===== src/sces_pkg.sv =====
package sces_pkg;

	// ********************************************************
	// Command port layout
	// ********************************************************
	localparam int OP_MSB = 7;
	localparam int OP_LSB = 4;
	localparam logic [3:0] OP_SET_ENABLE = 4'h1; // Arg = cause enables
	localparam logic [3:0] OP_READ_CAUSE = 4'h2; // Returns cause status
	localparam logic [3:0] OP_READ_KEY   = 4'h3; // Returns keyboard byte
	localparam logic [3:0] OP_SET_ANALOG = 4'h4; // Arg bit0 = current mode
	localparam logic [3:0] OP_SET_TONE   = 4'h5; // Arg bit0 click, bit1 alarm
	localparam int ARG_CLICK = 0;
	localparam int ARG_ALARM = 1;
	localparam logic [7:0] RET_IDLE = 8'h00;

	// ********************************************************
	// Reset values
	// ********************************************************
	localparam logic RST_ANALOG_CURRENT = 1'b0; // Voltage mode after init

	// ********************************************************
	// Timing, clock 100 MHz
	// ********************************************************
	localparam longint CLK_PERIOD_NS   = 10;
	localparam longint TICK_PERIOD_NS  = 15625000;    // 1/64 s
	localparam longint HALF_SEC_NS     = 500000000;   // 0.5 s
	localparam longint TONE_PERIOD_NS  = 500000;      // 2 kHz tone
	localparam longint CLICK_LEN_NS    = 10000000;    // 10 ms click
	localparam longint TICK_HALF_CYC   = TICK_PERIOD_NS / 2 / CLK_PERIOD_NS;
	localparam longint HALF_SEC_CYC    = HALF_SEC_NS / CLK_PERIOD_NS;
	localparam longint TONE_HALF_CYC   = TONE_PERIOD_NS / 2 / CLK_PERIOD_NS;
	localparam longint CLICK_CYC       = CLICK_LEN_NS / CLK_PERIOD_NS;
	localparam int TICK_W  = 20;
	localparam int HALF_W  = 26;
	localparam int TONE_W  = 15;
	localparam int CLICK_W = 20;

	// ********************************************************
	// Types
	// ********************************************************
	typedef struct packed {
		logic halfSec;  // 0.5 s period of the real-time timer
		logic keyIn;    // External keyboard input arrived
		logic alarm;    // Alarm-1 or alarm-2 match
		logic wake;     // Wake-up time match
	} sces_cause_t;

	typedef enum logic [1:0] {
		ST_IDLE = 2'b00,
		ST_EXEC = 2'b01,
		ST_FIN  = 2'b11
	} sces_state_t;

endpackage : sces_pkg


===== src/sces_top.sv =====
`timescale 1ns/1ns
module sces_top
	import sces_pkg::*;
#(
	parameter int TICK_HALF  = int'(TICK_HALF_CYC),
	parameter int HALF_SEC   = int'(HALF_SEC_CYC),
	parameter int TONE_HALF  = int'(TONE_HALF_CYC),
	parameter int CLICK_LEN  = int'(CLICK_CYC)
) (
	input  wire logic        clk,            // System clock
	input  wire logic        reset_n,        // Async reset, active low
	input  wire logic        cmdValid,       // Command byte present
	input  wire logic [7:0]  cmdIn,          // Command from host
	input  wire logic        wakeMatch,      // Timer equals wake-up time
	input  wire logic        alarm1Match,    // Timer equals alarm-1
	input  wire logic        alarm2Match,    // Timer equals alarm-2
	input  wire logic        extKeyValid,    // Keyboard byte arrives
	input  wire logic [7:0]  extKeyData,     // Keyboard byte
	output logic             cmd_ready_out,  // Waiting for command
	output logic             cmd_done_out,   // Command finished pulse
	output logic [7:0]       retData,        // Return data to host
	output logic             irqOut,         // Interrupt request
	output logic             analogModeOut,  // High selects current
	output logic             tick_square_out,// 1/64 s square wave
	output logic             toneOut         // Click and alarm sound
);

	// ********************************************************
	// Reset release
	// ********************************************************
	logic [1:0] rstSync;
	logic       rstN;

	// Two stages so release is clean against clk
	always_ff @(posedge clk or negedge reset_n) begin
		if (!reset_n) rstSync <= 2'h0;
		else rstSync <= {rstSync[0], 1'b1};
	end
	assign rstN = rstSync[1];

	function automatic logic [3:0] opOf(input logic [7:0] c);
		opOf = c[OP_MSB:OP_LSB];
	endfunction : opOf

	// ********************************************************
	// Command sequencer and event state
	// ********************************************************
	sces_state_t state, next_state;
	logic [7:0]  cmdHeld, next_cmdHeld;
	sces_cause_t cause, next_cause, enable, next_enable, events;
	logic [7:0]  keyData, next_keyData;
	logic        next_ready, next_done, next_irq, next_analog;
	logic [7:0]  next_retData;
	logic        alarmOn, next_alarmOn;
	logic [CLICK_W-1:0] clickCnt, next_clickCnt;
	logic [HALF_W-1:0]  halfCnt, next_halfCnt;
	logic        take, execStatus, execKey;

	assign take       = cmdValid && cmd_ready_out;
	assign execStatus = (state == ST_EXEC) && (opOf(cmdHeld) == OP_READ_CAUSE);
	assign execKey    = (state == ST_EXEC) && (opOf(cmdHeld) == OP_READ_KEY);

	// Sequencer; set of a cause wins over a clear in the same cycle
	always_comb begin
		next_state    = state;
		next_cmdHeld  = cmdHeld;
		next_enable   = enable;
		next_keyData  = keyData;
		next_retData  = retData;
		next_analog   = analogModeOut;
		next_alarmOn  = alarmOn;
		next_clickCnt = (clickCnt != '0) ? clickCnt - 1'b1 : clickCnt;
		next_halfCnt  = (halfCnt == HALF_W'(HALF_SEC - 1)) ? '0 :
		                halfCnt + 1'b1;
		events.wake    = wakeMatch;
		events.alarm   = alarm1Match || alarm2Match;
		events.keyIn   = extKeyValid;
		events.halfSec = (halfCnt == HALF_W'(HALF_SEC - 1));
		next_cause = cause;
		if (execStatus) next_cause = '0;
		if (execKey) next_cause.keyIn = 1'b0;
		next_cause = next_cause | events;
		if (extKeyValid) next_keyData = extKeyData;
		unique case (state)
			ST_IDLE: begin
				if (take) begin
					next_cmdHeld = cmdIn;
					next_state   = ST_EXEC;
				end
			end
			ST_EXEC: begin
				next_state = ST_FIN;
				unique case (opOf(cmdHeld))
					OP_SET_ENABLE: next_enable = sces_cause_t'(cmdHeld[3:0]);
					OP_READ_CAUSE: begin
						next_retData = {4'h0, cause};
						next_analog  = 1'b0;
					end
					OP_READ_KEY: next_retData = keyData;
					OP_SET_ANALOG: next_analog = cmdHeld[0];
					OP_SET_TONE: begin
						next_alarmOn = cmdHeld[ARG_ALARM];
						if (cmdHeld[ARG_CLICK])
							next_clickCnt = CLICK_W'(CLICK_LEN);
					end
					default: next_retData = RET_IDLE;
				endcase
			end
			ST_FIN: next_state = ST_IDLE;
			default: next_state = ST_IDLE;
		endcase
		next_ready = (next_state == ST_IDLE);
		next_done  = (next_state == ST_FIN);
		next_irq   = |(next_cause & next_enable);
	end

	// Registers for the sequencer group
	always_ff @(posedge clk or negedge rstN) begin
		if (!rstN) begin
			state         <= ST_IDLE;
			cmdHeld       <= 8'h00;
			enable        <= '0;
			cause         <= '0;
			keyData       <= 8'h00;
			retData       <= RET_IDLE;
			analogModeOut <= RST_ANALOG_CURRENT;
			alarmOn       <= 1'b0;
			clickCnt      <= '0;
			halfCnt       <= '0;
			cmd_ready_out <= 1'b0;
			cmd_done_out  <= 1'b0;
			irqOut        <= 1'b0;
		end else begin
			state         <= next_state;
			cmdHeld       <= next_cmdHeld;
			enable        <= next_enable;
			cause         <= next_cause;
			keyData       <= next_keyData;
			retData       <= next_retData;
			analogModeOut <= next_analog;
			alarmOn       <= next_alarmOn;
			clickCnt      <= next_clickCnt;
			halfCnt       <= next_halfCnt;
			cmd_ready_out <= next_ready;
			cmd_done_out  <= next_done;
			irqOut        <= next_irq;
		end
	end

	// ********************************************************
	// Square wave and tone dividers
	// ********************************************************
	logic [TICK_W-1:0] tickCnt, next_tickCnt;
	logic [TONE_W-1:0] toneCnt, next_toneCnt;
	logic              next_tick, next_tone, toneOn;

	// Tone only free-runs while a sound is wanted, so it idles low
	assign toneOn = alarmOn || (clickCnt != '0);

	always_comb begin
		next_tickCnt = tickCnt + 1'b1;
		next_tick    = tick_square_out;
		if (tickCnt == TICK_W'(TICK_HALF - 1)) begin
			next_tickCnt = '0;
			next_tick    = !tick_square_out;
		end
		next_toneCnt = toneCnt + 1'b1;
		next_tone    = toneOut;
		if (!toneOn) begin
			next_toneCnt = '0;
			next_tone    = 1'b0;
		end else if (toneCnt == TONE_W'(TONE_HALF - 1)) begin
			next_toneCnt = '0;
			next_tone    = !toneOut;
		end
	end

	// Registers for the divider group
	always_ff @(posedge clk or negedge rstN) begin
		if (!rstN) begin
			tickCnt         <= '0;
			tick_square_out <= 1'b0;
			toneCnt         <= '0;
			toneOut         <= 1'b0;
		end else begin
			tickCnt         <= next_tickCnt;
			tick_square_out <= next_tick;
			toneCnt         <= next_toneCnt;
			toneOut         <= next_tone;
		end
	end
endmodule : sces_top


===== config.mk =====
export PLATFORM = sky130hd
export DESIGN_NAME = sces_top
export DESIGN_NICKNAME = d
export VERILOG_FILES = /design/src/sces_pkg.sv /design/src/sces_top.sv
export SDC_FILE = /design/constraint.sdc
export NUM_CORES = 1
export LEC_CHECK = 0
export ABC_CLOCK_PERIOD_IN_PS = 5200
export BUFFER_PORTS_ARGS = -buffer_cell sky130_fd_sc_hd__buf_2
export CORE_AREA = 2 2 153 155
export CTS_CLUSTER_DIAMETER = 150
export DETAILED_ROUTE_END_ITERATION = 16
export DIE_AREA = 0 0 155 157
export MAX_ROUTING_LAYER = met4
export PLACE_DENSITY = 0.43
export SLEW_MARGIN = 15
export SYNTH_ARGS = -nofsm -noshare
export SYNTH_HDL_FRONTEND = slang
export SYNTH_SLANG_ARGS = --single-unit

===== constraint.sdc =====
create_clock -name clk -period 5.2 [get_ports clk]
set_input_delay 0.78 -clock clk [delete_from_list [all_inputs] [get_ports clk]]
set_output_delay 0.78 -clock clk [all_outputs]
set_load 0.01 [all_outputs]

==> results of run 1 <==
worst max-delay path by stage:
| stage | endpoint | slack, ns |
|---|---|---|
| after floorplan | alarmOn | 1.52 |
| after global placement | clickCnt[12] | 2.90 |
| after detailed placement | clickCnt[11] | 2.78 |
| after CTS | clickCnt[11] | 2.77 |
| after global routing | clickCnt[11] | 2.35 |
| final | clickCnt[11] | 2.70 |
metal layers:
layer	up-vias	part of all wire	global-route usage
met3	9	0.031	0.0339
li1	1912	-	-
met5	-	0	-
met4	0	0.011	0.0344
met1	1952	0.50	0.139
met2	43	0.46	0.160
logic make-up after synthesis:
| group | count (synthesis) | synth area share |
|---|---|---|
| multiplexers | 28 | 0.0552 |
| flip-flops | 123 | 0.552 |
| adder cells (fa/ha/maj) | 6 | 0.0135 |
| other | 1 | 0.000673 |
| AO/OA/AOI/OAI | 48 | 0.0566 |
| buffers and inverters | 22 | 0.0153 |
| XOR/XNOR | 60 | 0.0943 |
| AND/OR/NAND/NOR | 228 | 0.212 |
per-stage QoR:
stage | cells | instance area (sq um) | total power [W]
2_1_floorplan | 516 | 5570 | 0.00154
3_3_place_gp | 828 | 6090 | 0.00168
3_5_place_dp | 828 | 6090 | 0.00170
4_1_cts | 860 | 6640 | 0.00280
5_1_grt | 860 | 6640 | 0.00293
6_report | 860 | 6640 | 0.00276
layout by cell type (no fill, tap or decap), types with 7 or more instances in the layout:
cell type / count
buf_2: 36
o21ai_0: 7
or3_1: 8
a21oi_1: 8
nor3_1: 11
o21ai_1: 8
xor2_1: 34
clkbuf_16: 17
nand4_1: 8
mux2_2: 21
dfrtp_1: 122
xnor2_1: 26
inv_1: 10
nor4_1: 8
nand3_1: 41
and3_1: 13
nand2_1: 37
o31ai_1: 8
nor2_1: 66
cell type report:
type / count / area [sq um]
clock buffer: 19 / 453
clock inverter: 13 / 96.3
fill: 2286 / 15900
inverter: 10 / 37.5
multi-input combinational: 371 / 2410
sequential: 123 / 3080
tap: 285 / 357
timing repair buffer: 39 / 203
flip-flops by register name, summed over array words and instances (netlist names), 2 cells and up:
| name | flops |
|---|---|
| cause | 4 |
| clickCnt | 20 |
| cmdHeld | 8 |
| enable | 4 |
| halfCnt | 26 |
| keyData | 8 |
| retData | 8 |
| rstSync | 2 |
| tickCnt | 20 |
| toneCnt | 15 |
power breakdown:
part / total, W / switching [W] / leakage [nW] / internal, W
Sequential: 0.00127 / 0.000158 / 1.54 / 0.00111
Combinational: 0.000408 / 0.000211 / 1.06 / 0.000197
Clock: 0.00108 / 0.000449 / 0.257 / 0.000634
Total: 0.00276 / 0.000818 / 2.87 / 0.00194
==> run summary, run 1 <==
Fmax = 400 MHz
Setup Total Neg Slack = 0 ns
FP Rows = 55
Max incr delay on CP = 0.61 ns
Final min period = 2.50 ns
Final net count = 591
Mapped cell area = 5570 sq um
Endpoints failing setup = 0
Seq/Total Area, Yosys = 0.552
Pwr Density = 416 nW/um^2
Pin count of the biggest net entering global routing = 67
TritonCTS clock tree = yes
Max Clock Skew = 0.00898 ns
Boundary pin count = 37
Avg Cell Area, Syn = 10.8 sq um
Synth warnings = 0
Post-synth top area share = 0.552
CP max-delay cell = nor2_1
Detailed Route WL = 11,700 um
Number of post-CTS setup repair buffers = 0
Post-cts repair resize count = 0
DR iter-0 viols = 211
Worst vdd ir = 0.000220 V
DP Worst Slack = 2.78 ns
Distinct cell type count after synthesis = 51
# DRC = 0
Critical path type = reg2reg
First-pass GRT wire length = 20,200 um
Total GRT Usage = 0.107
Flops & latches, synth = 123
Synth area leaders = dfrtp_1, xor2_1, nor2_1
CTS Buf Count = 17
Rel. slew slack = 0.449
Status = finished clean
Worst setup margin = 2.70 ns
R2R Path Start = clickCnt[0]
Vias in the first global route = 3,994
Delay-heaviest family, CP = simple AND/OR/NAND/NOR gates
Synth cell count leaders = dfrtp_1, nor2_1, nand3_1
Synth Instances = 516
Fin. max-slew vios = 0
Crit path DAT = 2.82 ns
Number of H-tree levels = 4
Area delta synth->final = 19.1%
Die Y = 157 um
Cells on worst reg2reg path = 7
Max_cap viols = 0
Fin util = 0.295
TritonRoute pass-1 iters = 4
DRT antenna net count = 0
Root Driver = clkbuf_16
Final hold vios = 0
Worst Hold Class = in2async
Routed vias/inst = 4.55
Buf/Inv on CP = 1
Crit-path max FO = 11
RSZ-0062 raised after global routing = no
Cell taking the most area after synthesis = dfrtp_1
Die width = 155 um
Synthesized Nets = 545
Critical path depth in cells = 7
Maximum clock path buffer count = 2
Via count = 3,916
RePlAce Congestion = 0.762
Port bufs = 36
Die area = 24,300 sq um
CORE AREA = 22,500 sq um
Post-DP HPWL = 7990 um
Post-synth top flop = dfrtp_1
Post-synth EDFFs = 0
Total gr overflow = 0
Reg-to-Reg End = clickCnt[11]
Hold Buf Count CTS = 0
Hold_ws = 0.140 ns
Critical Path Source = clickCnt[0]
Worst reg-to-reg setup slack = 2.70 ns
Antenna diodes = 0
Initial Util = 0.248
Share of cells above drive strength 1 = 0.172
Worst-margin pin slew = 0.827 ns
Initial antenna violation count = 0
Clock slew at reported path FFs = 0.06 ns
Worst path required time = 5.52 ns
Leakage power = 2.87 nW
DR WL/cell = 13.5 um
CP Capture Type = register
CP startpoint kind = register
Post-synthesis async set-or-reset flop share = 1.00
Most instantiated library cell after synthesis = dfrtp_1
Cell Chain, Critical Path = inv_1, ha_1, nor4b_1, nand3b_1, nor2_1, o21ai_0, a21oi_1
Worst-skew pair later-pin latency = 0.41 ns
Period Utilization, post-route = 0.481
TritonCTS Sinks = 123
Note: power is estimated with default switching activity, not from simulation.
==> run 2, diff against run 1 <==
- ABC_AREA: unset -> 1
- ABC_CLOCK_PERIOD_IN_PS: 5200 -> 2200
- CORE_AREA: 2 2 153 155 -> 2 2 164 166
- DIE_AREA: 0 0 155 157 -> 0 0 166 168
- PLACE_DENSITY: 0.43 -> 0.45
- clock period: 5.2 -> 2.2 ns (I/O delays scaled with it)
==> run 2 against run 1 <==
Clock skew is 0.0051 ns higher; sequential power is 120% higher; die area is 15% higher; first-iteration DRC count is 7.6% lower; sequential share of layout area is 6.4 points lower; synthesized cell count is 70% higher; setup slack worse by 2.2 ns.
==> run summary, run 2 <==
Distinct cell type count after synthesis = 30
Area post-placement = 7090 sq um
Fin. max-slew vios = 0
Final min period = 1.75 ns
Total gr overflow = 0
TritonRoute pass-1 iters = 5
Worst Hold Class = in2reg
Crit-path max FO = 8
Crit path DAT = 2.09 ns
FP Rows = 60
Leakage power = 3.71 nW
CP max-delay cell = dfrtp_1
Worst-skew pair later-pin latency = 0.42 ns
Delay-heaviest family, CP = simple AND/OR/NAND/NOR gates
Via count = 5,422
DR WL/cell = 12.3 um
TritonCTS Sinks = 123
Number of post-CTS setup repair buffers = 0
# DRC = 0
Die area = 27,900 sq um
Post-DP HPWL = 11,400 um
Post-synth top area share = 0.476
First-pass GRT wire length = 26,300 um
Synth cell count leaders = nand2_1, nor2_1, dfrtp_1
Fin area = 7690 sq um
Die Y = 168 um
Period Utilization, post-route = 0.793
Met3 wire length = 452 um
Top Layer Used = met4
RSZ-0062 raised after global routing = no
Largest register FFs = 26
CTS Buf Count = 17
CP startpoint kind = register
RePlAce Congestion = 0.825
Synth area leaders = dfrtp_1, nand2_1, nor2_1
Die width = 166 um
DR iter-0 viols = 195
Non-filler instance count after layout = 1,283
Seq/Total Area, Yosys = 0.476
Highest-count cells in the layout ignoring fill and taps = nand2_1, nor2_1, dfrtp_1
Most common cell after layout, fill and taps aside = nand2_1
Port bufs = 36
Clock slew at reported path FFs = 0.06 ns
Fmax = 573 MHz
Vias in the first global route = 5,121
Share of cells above drive strength 1 = 0.0977
Initial Util = 0.245
Post-synth EDFFs = 0
Post-synthesis async set-or-reset flop share = 1.00
Number of H-tree levels = 4
Wl on met1 = 8030 um
Most instantiated library cell after synthesis = nand2_1
Status = finished clean
Synth Instances = 876
Flops & latches, synth = 123
Root Driver = clkbuf_16
Biggest regs = halfCnt (26), clickCnt (20), tickCnt (20)
Setup Total Neg Slack = 0 ns
Max incr delay on CP = 0.40 ns
Routed vias/inst = 4.23
Pin count of the biggest net entering global routing = 66
CP Capture Type = register
Synth warnings = 0
Critical path type = reg2reg
Buf/Inv on CP = 0
Total GRT Usage = 0.120
Final hold vios = 0
Synthesized Nets = 905
Maximum clock path buffer count = 2
TritonCTS clock tree = yes
Final net count = 958
DRT antenna net count = 0
Detailed Route WL = 15,700 um
Avg Cell Area, Syn = 7.38 sq um
Endpoints failing setup = 0
Cell taking the most area after synthesis = dfrtp_1
Area delta synth->final = 19.0%
Hold_ws = 0.120 ns
Placed Cells = 1,250
Boundary pin count = 37
Worst path required time = 2.54 ns
Cell mode on critical path = nand2_1
Antenna diodes = 0
Max_cap viols = 0
CORE AREA = 26,400 sq um
Post-synth top flop = dfrtp_1
Cell Chain, Critical Path = ha_1, nand2_1, nor2_1, nand2_1, nor2_1, nand3_2, nand2_1, nand2_1, nand2_1
Fin util = 0.292
Pwr Density = 882 nW/um^2
Metal2 WL = 7120 um
Initial antenna violation count = 0
Top reg by flops = halfCnt
Max Clock Skew = 0.0141 ns
Mapped cell area = 6460 sq um
Worst vdd ir = 0.000572 V
[run 2: cell types whose count changed after synthesis, sizes merged, moves of 17 or more]
cell / before / now
o21ai: 15 / 36
nand2: 37 / 251
inv: 10 / 119
mux2: 22 / 0
xnor2: 26 / 7
nor2: 66 / 168
xor2: 34 / 17
nand3: 41 / 66
nand4: 8 / 25
[run 2: final cells by class]
class / instances / area (sq um)
Sequential cell: 123 / 3080
Clock buffer: 20 / 447
Timing Repair Buffer: 43 / 260
Fill cell: 2822 / 18700
Clock inverter: 12 / 141
Multi-Input combinational cell: 625 / 2890
Tap cell: 341 / 427
Inverter: 119 / 447
[run 2: report_power, final]
group	internal (W)	switching [W]	leakage (nW)
Combinational	0.000388	0.000780	1.87
Clock	0.00171	0.00110	0.275
Sequential	0.00258	0.000220	1.57
Total	0.00468	0.00210	3.71
[run 2: worst paths after layout]
kind                       cells after the start  slack [ns]          to     startpoint
hold / removal                                 3        0.12  keyData[4]  extKeyData[4]
min in group asynchronous                      2        0.22  rstSync[1]        reset_n
setup / recovery                               9        0.45      irqOut     halfCnt[0]
setup reg to reg                               9        0.45      irqOut     halfCnt[0]
max in group asynchronous                      1        1.54  halfCnt[8]     rstSync[1]
hold reg to reg                                1        0.33  keyData[5]     rstSync[1]
[run 2: per-stage QoR]
step	power (W)	worst slack, ns
after global placement	0.00404	0.465
after global routing	0.00721	0.183
after detailed placement	0.00403	0.452
final	0.00678	0.455
after floorplan	0.00359	0.149
after CTS	0.00690	0.433
[run 2: timing repair]
action	in CTS	in global routing
resized for setup	0	0
hold endpoints to repair	2	0
hold buffers	1	0
[run 2: kinds of logic (layout without fill, tap and decap cells)]
family	count (synthesis)	after routing	share of synthesized area
flip-flops	123	123	0.476
XOR/XNOR	24	24	0.0325
AO/OA/AOI/OAI	63	63	0.0527
buffers and inverters	128	194	0.0776
adder cells (fa/ha/maj)	6	6	0.0116
AND/OR/NAND/NOR	531	531	0.349
other	1	1	0.000580
[run 2: routing by layer]
layer	up-vias	GRT usage
met5	-	-
met4	0	0.0272
met3	9	0.0282
met2	78	0.187
met1	2472	0.158
li1	2863	-
[run 2: worst min-delay path: cells and delay by family]
kind            cells  cell delay, ns
compound gates      1            0.06
buf+inv             1            0.08
simple gates        1            0.04
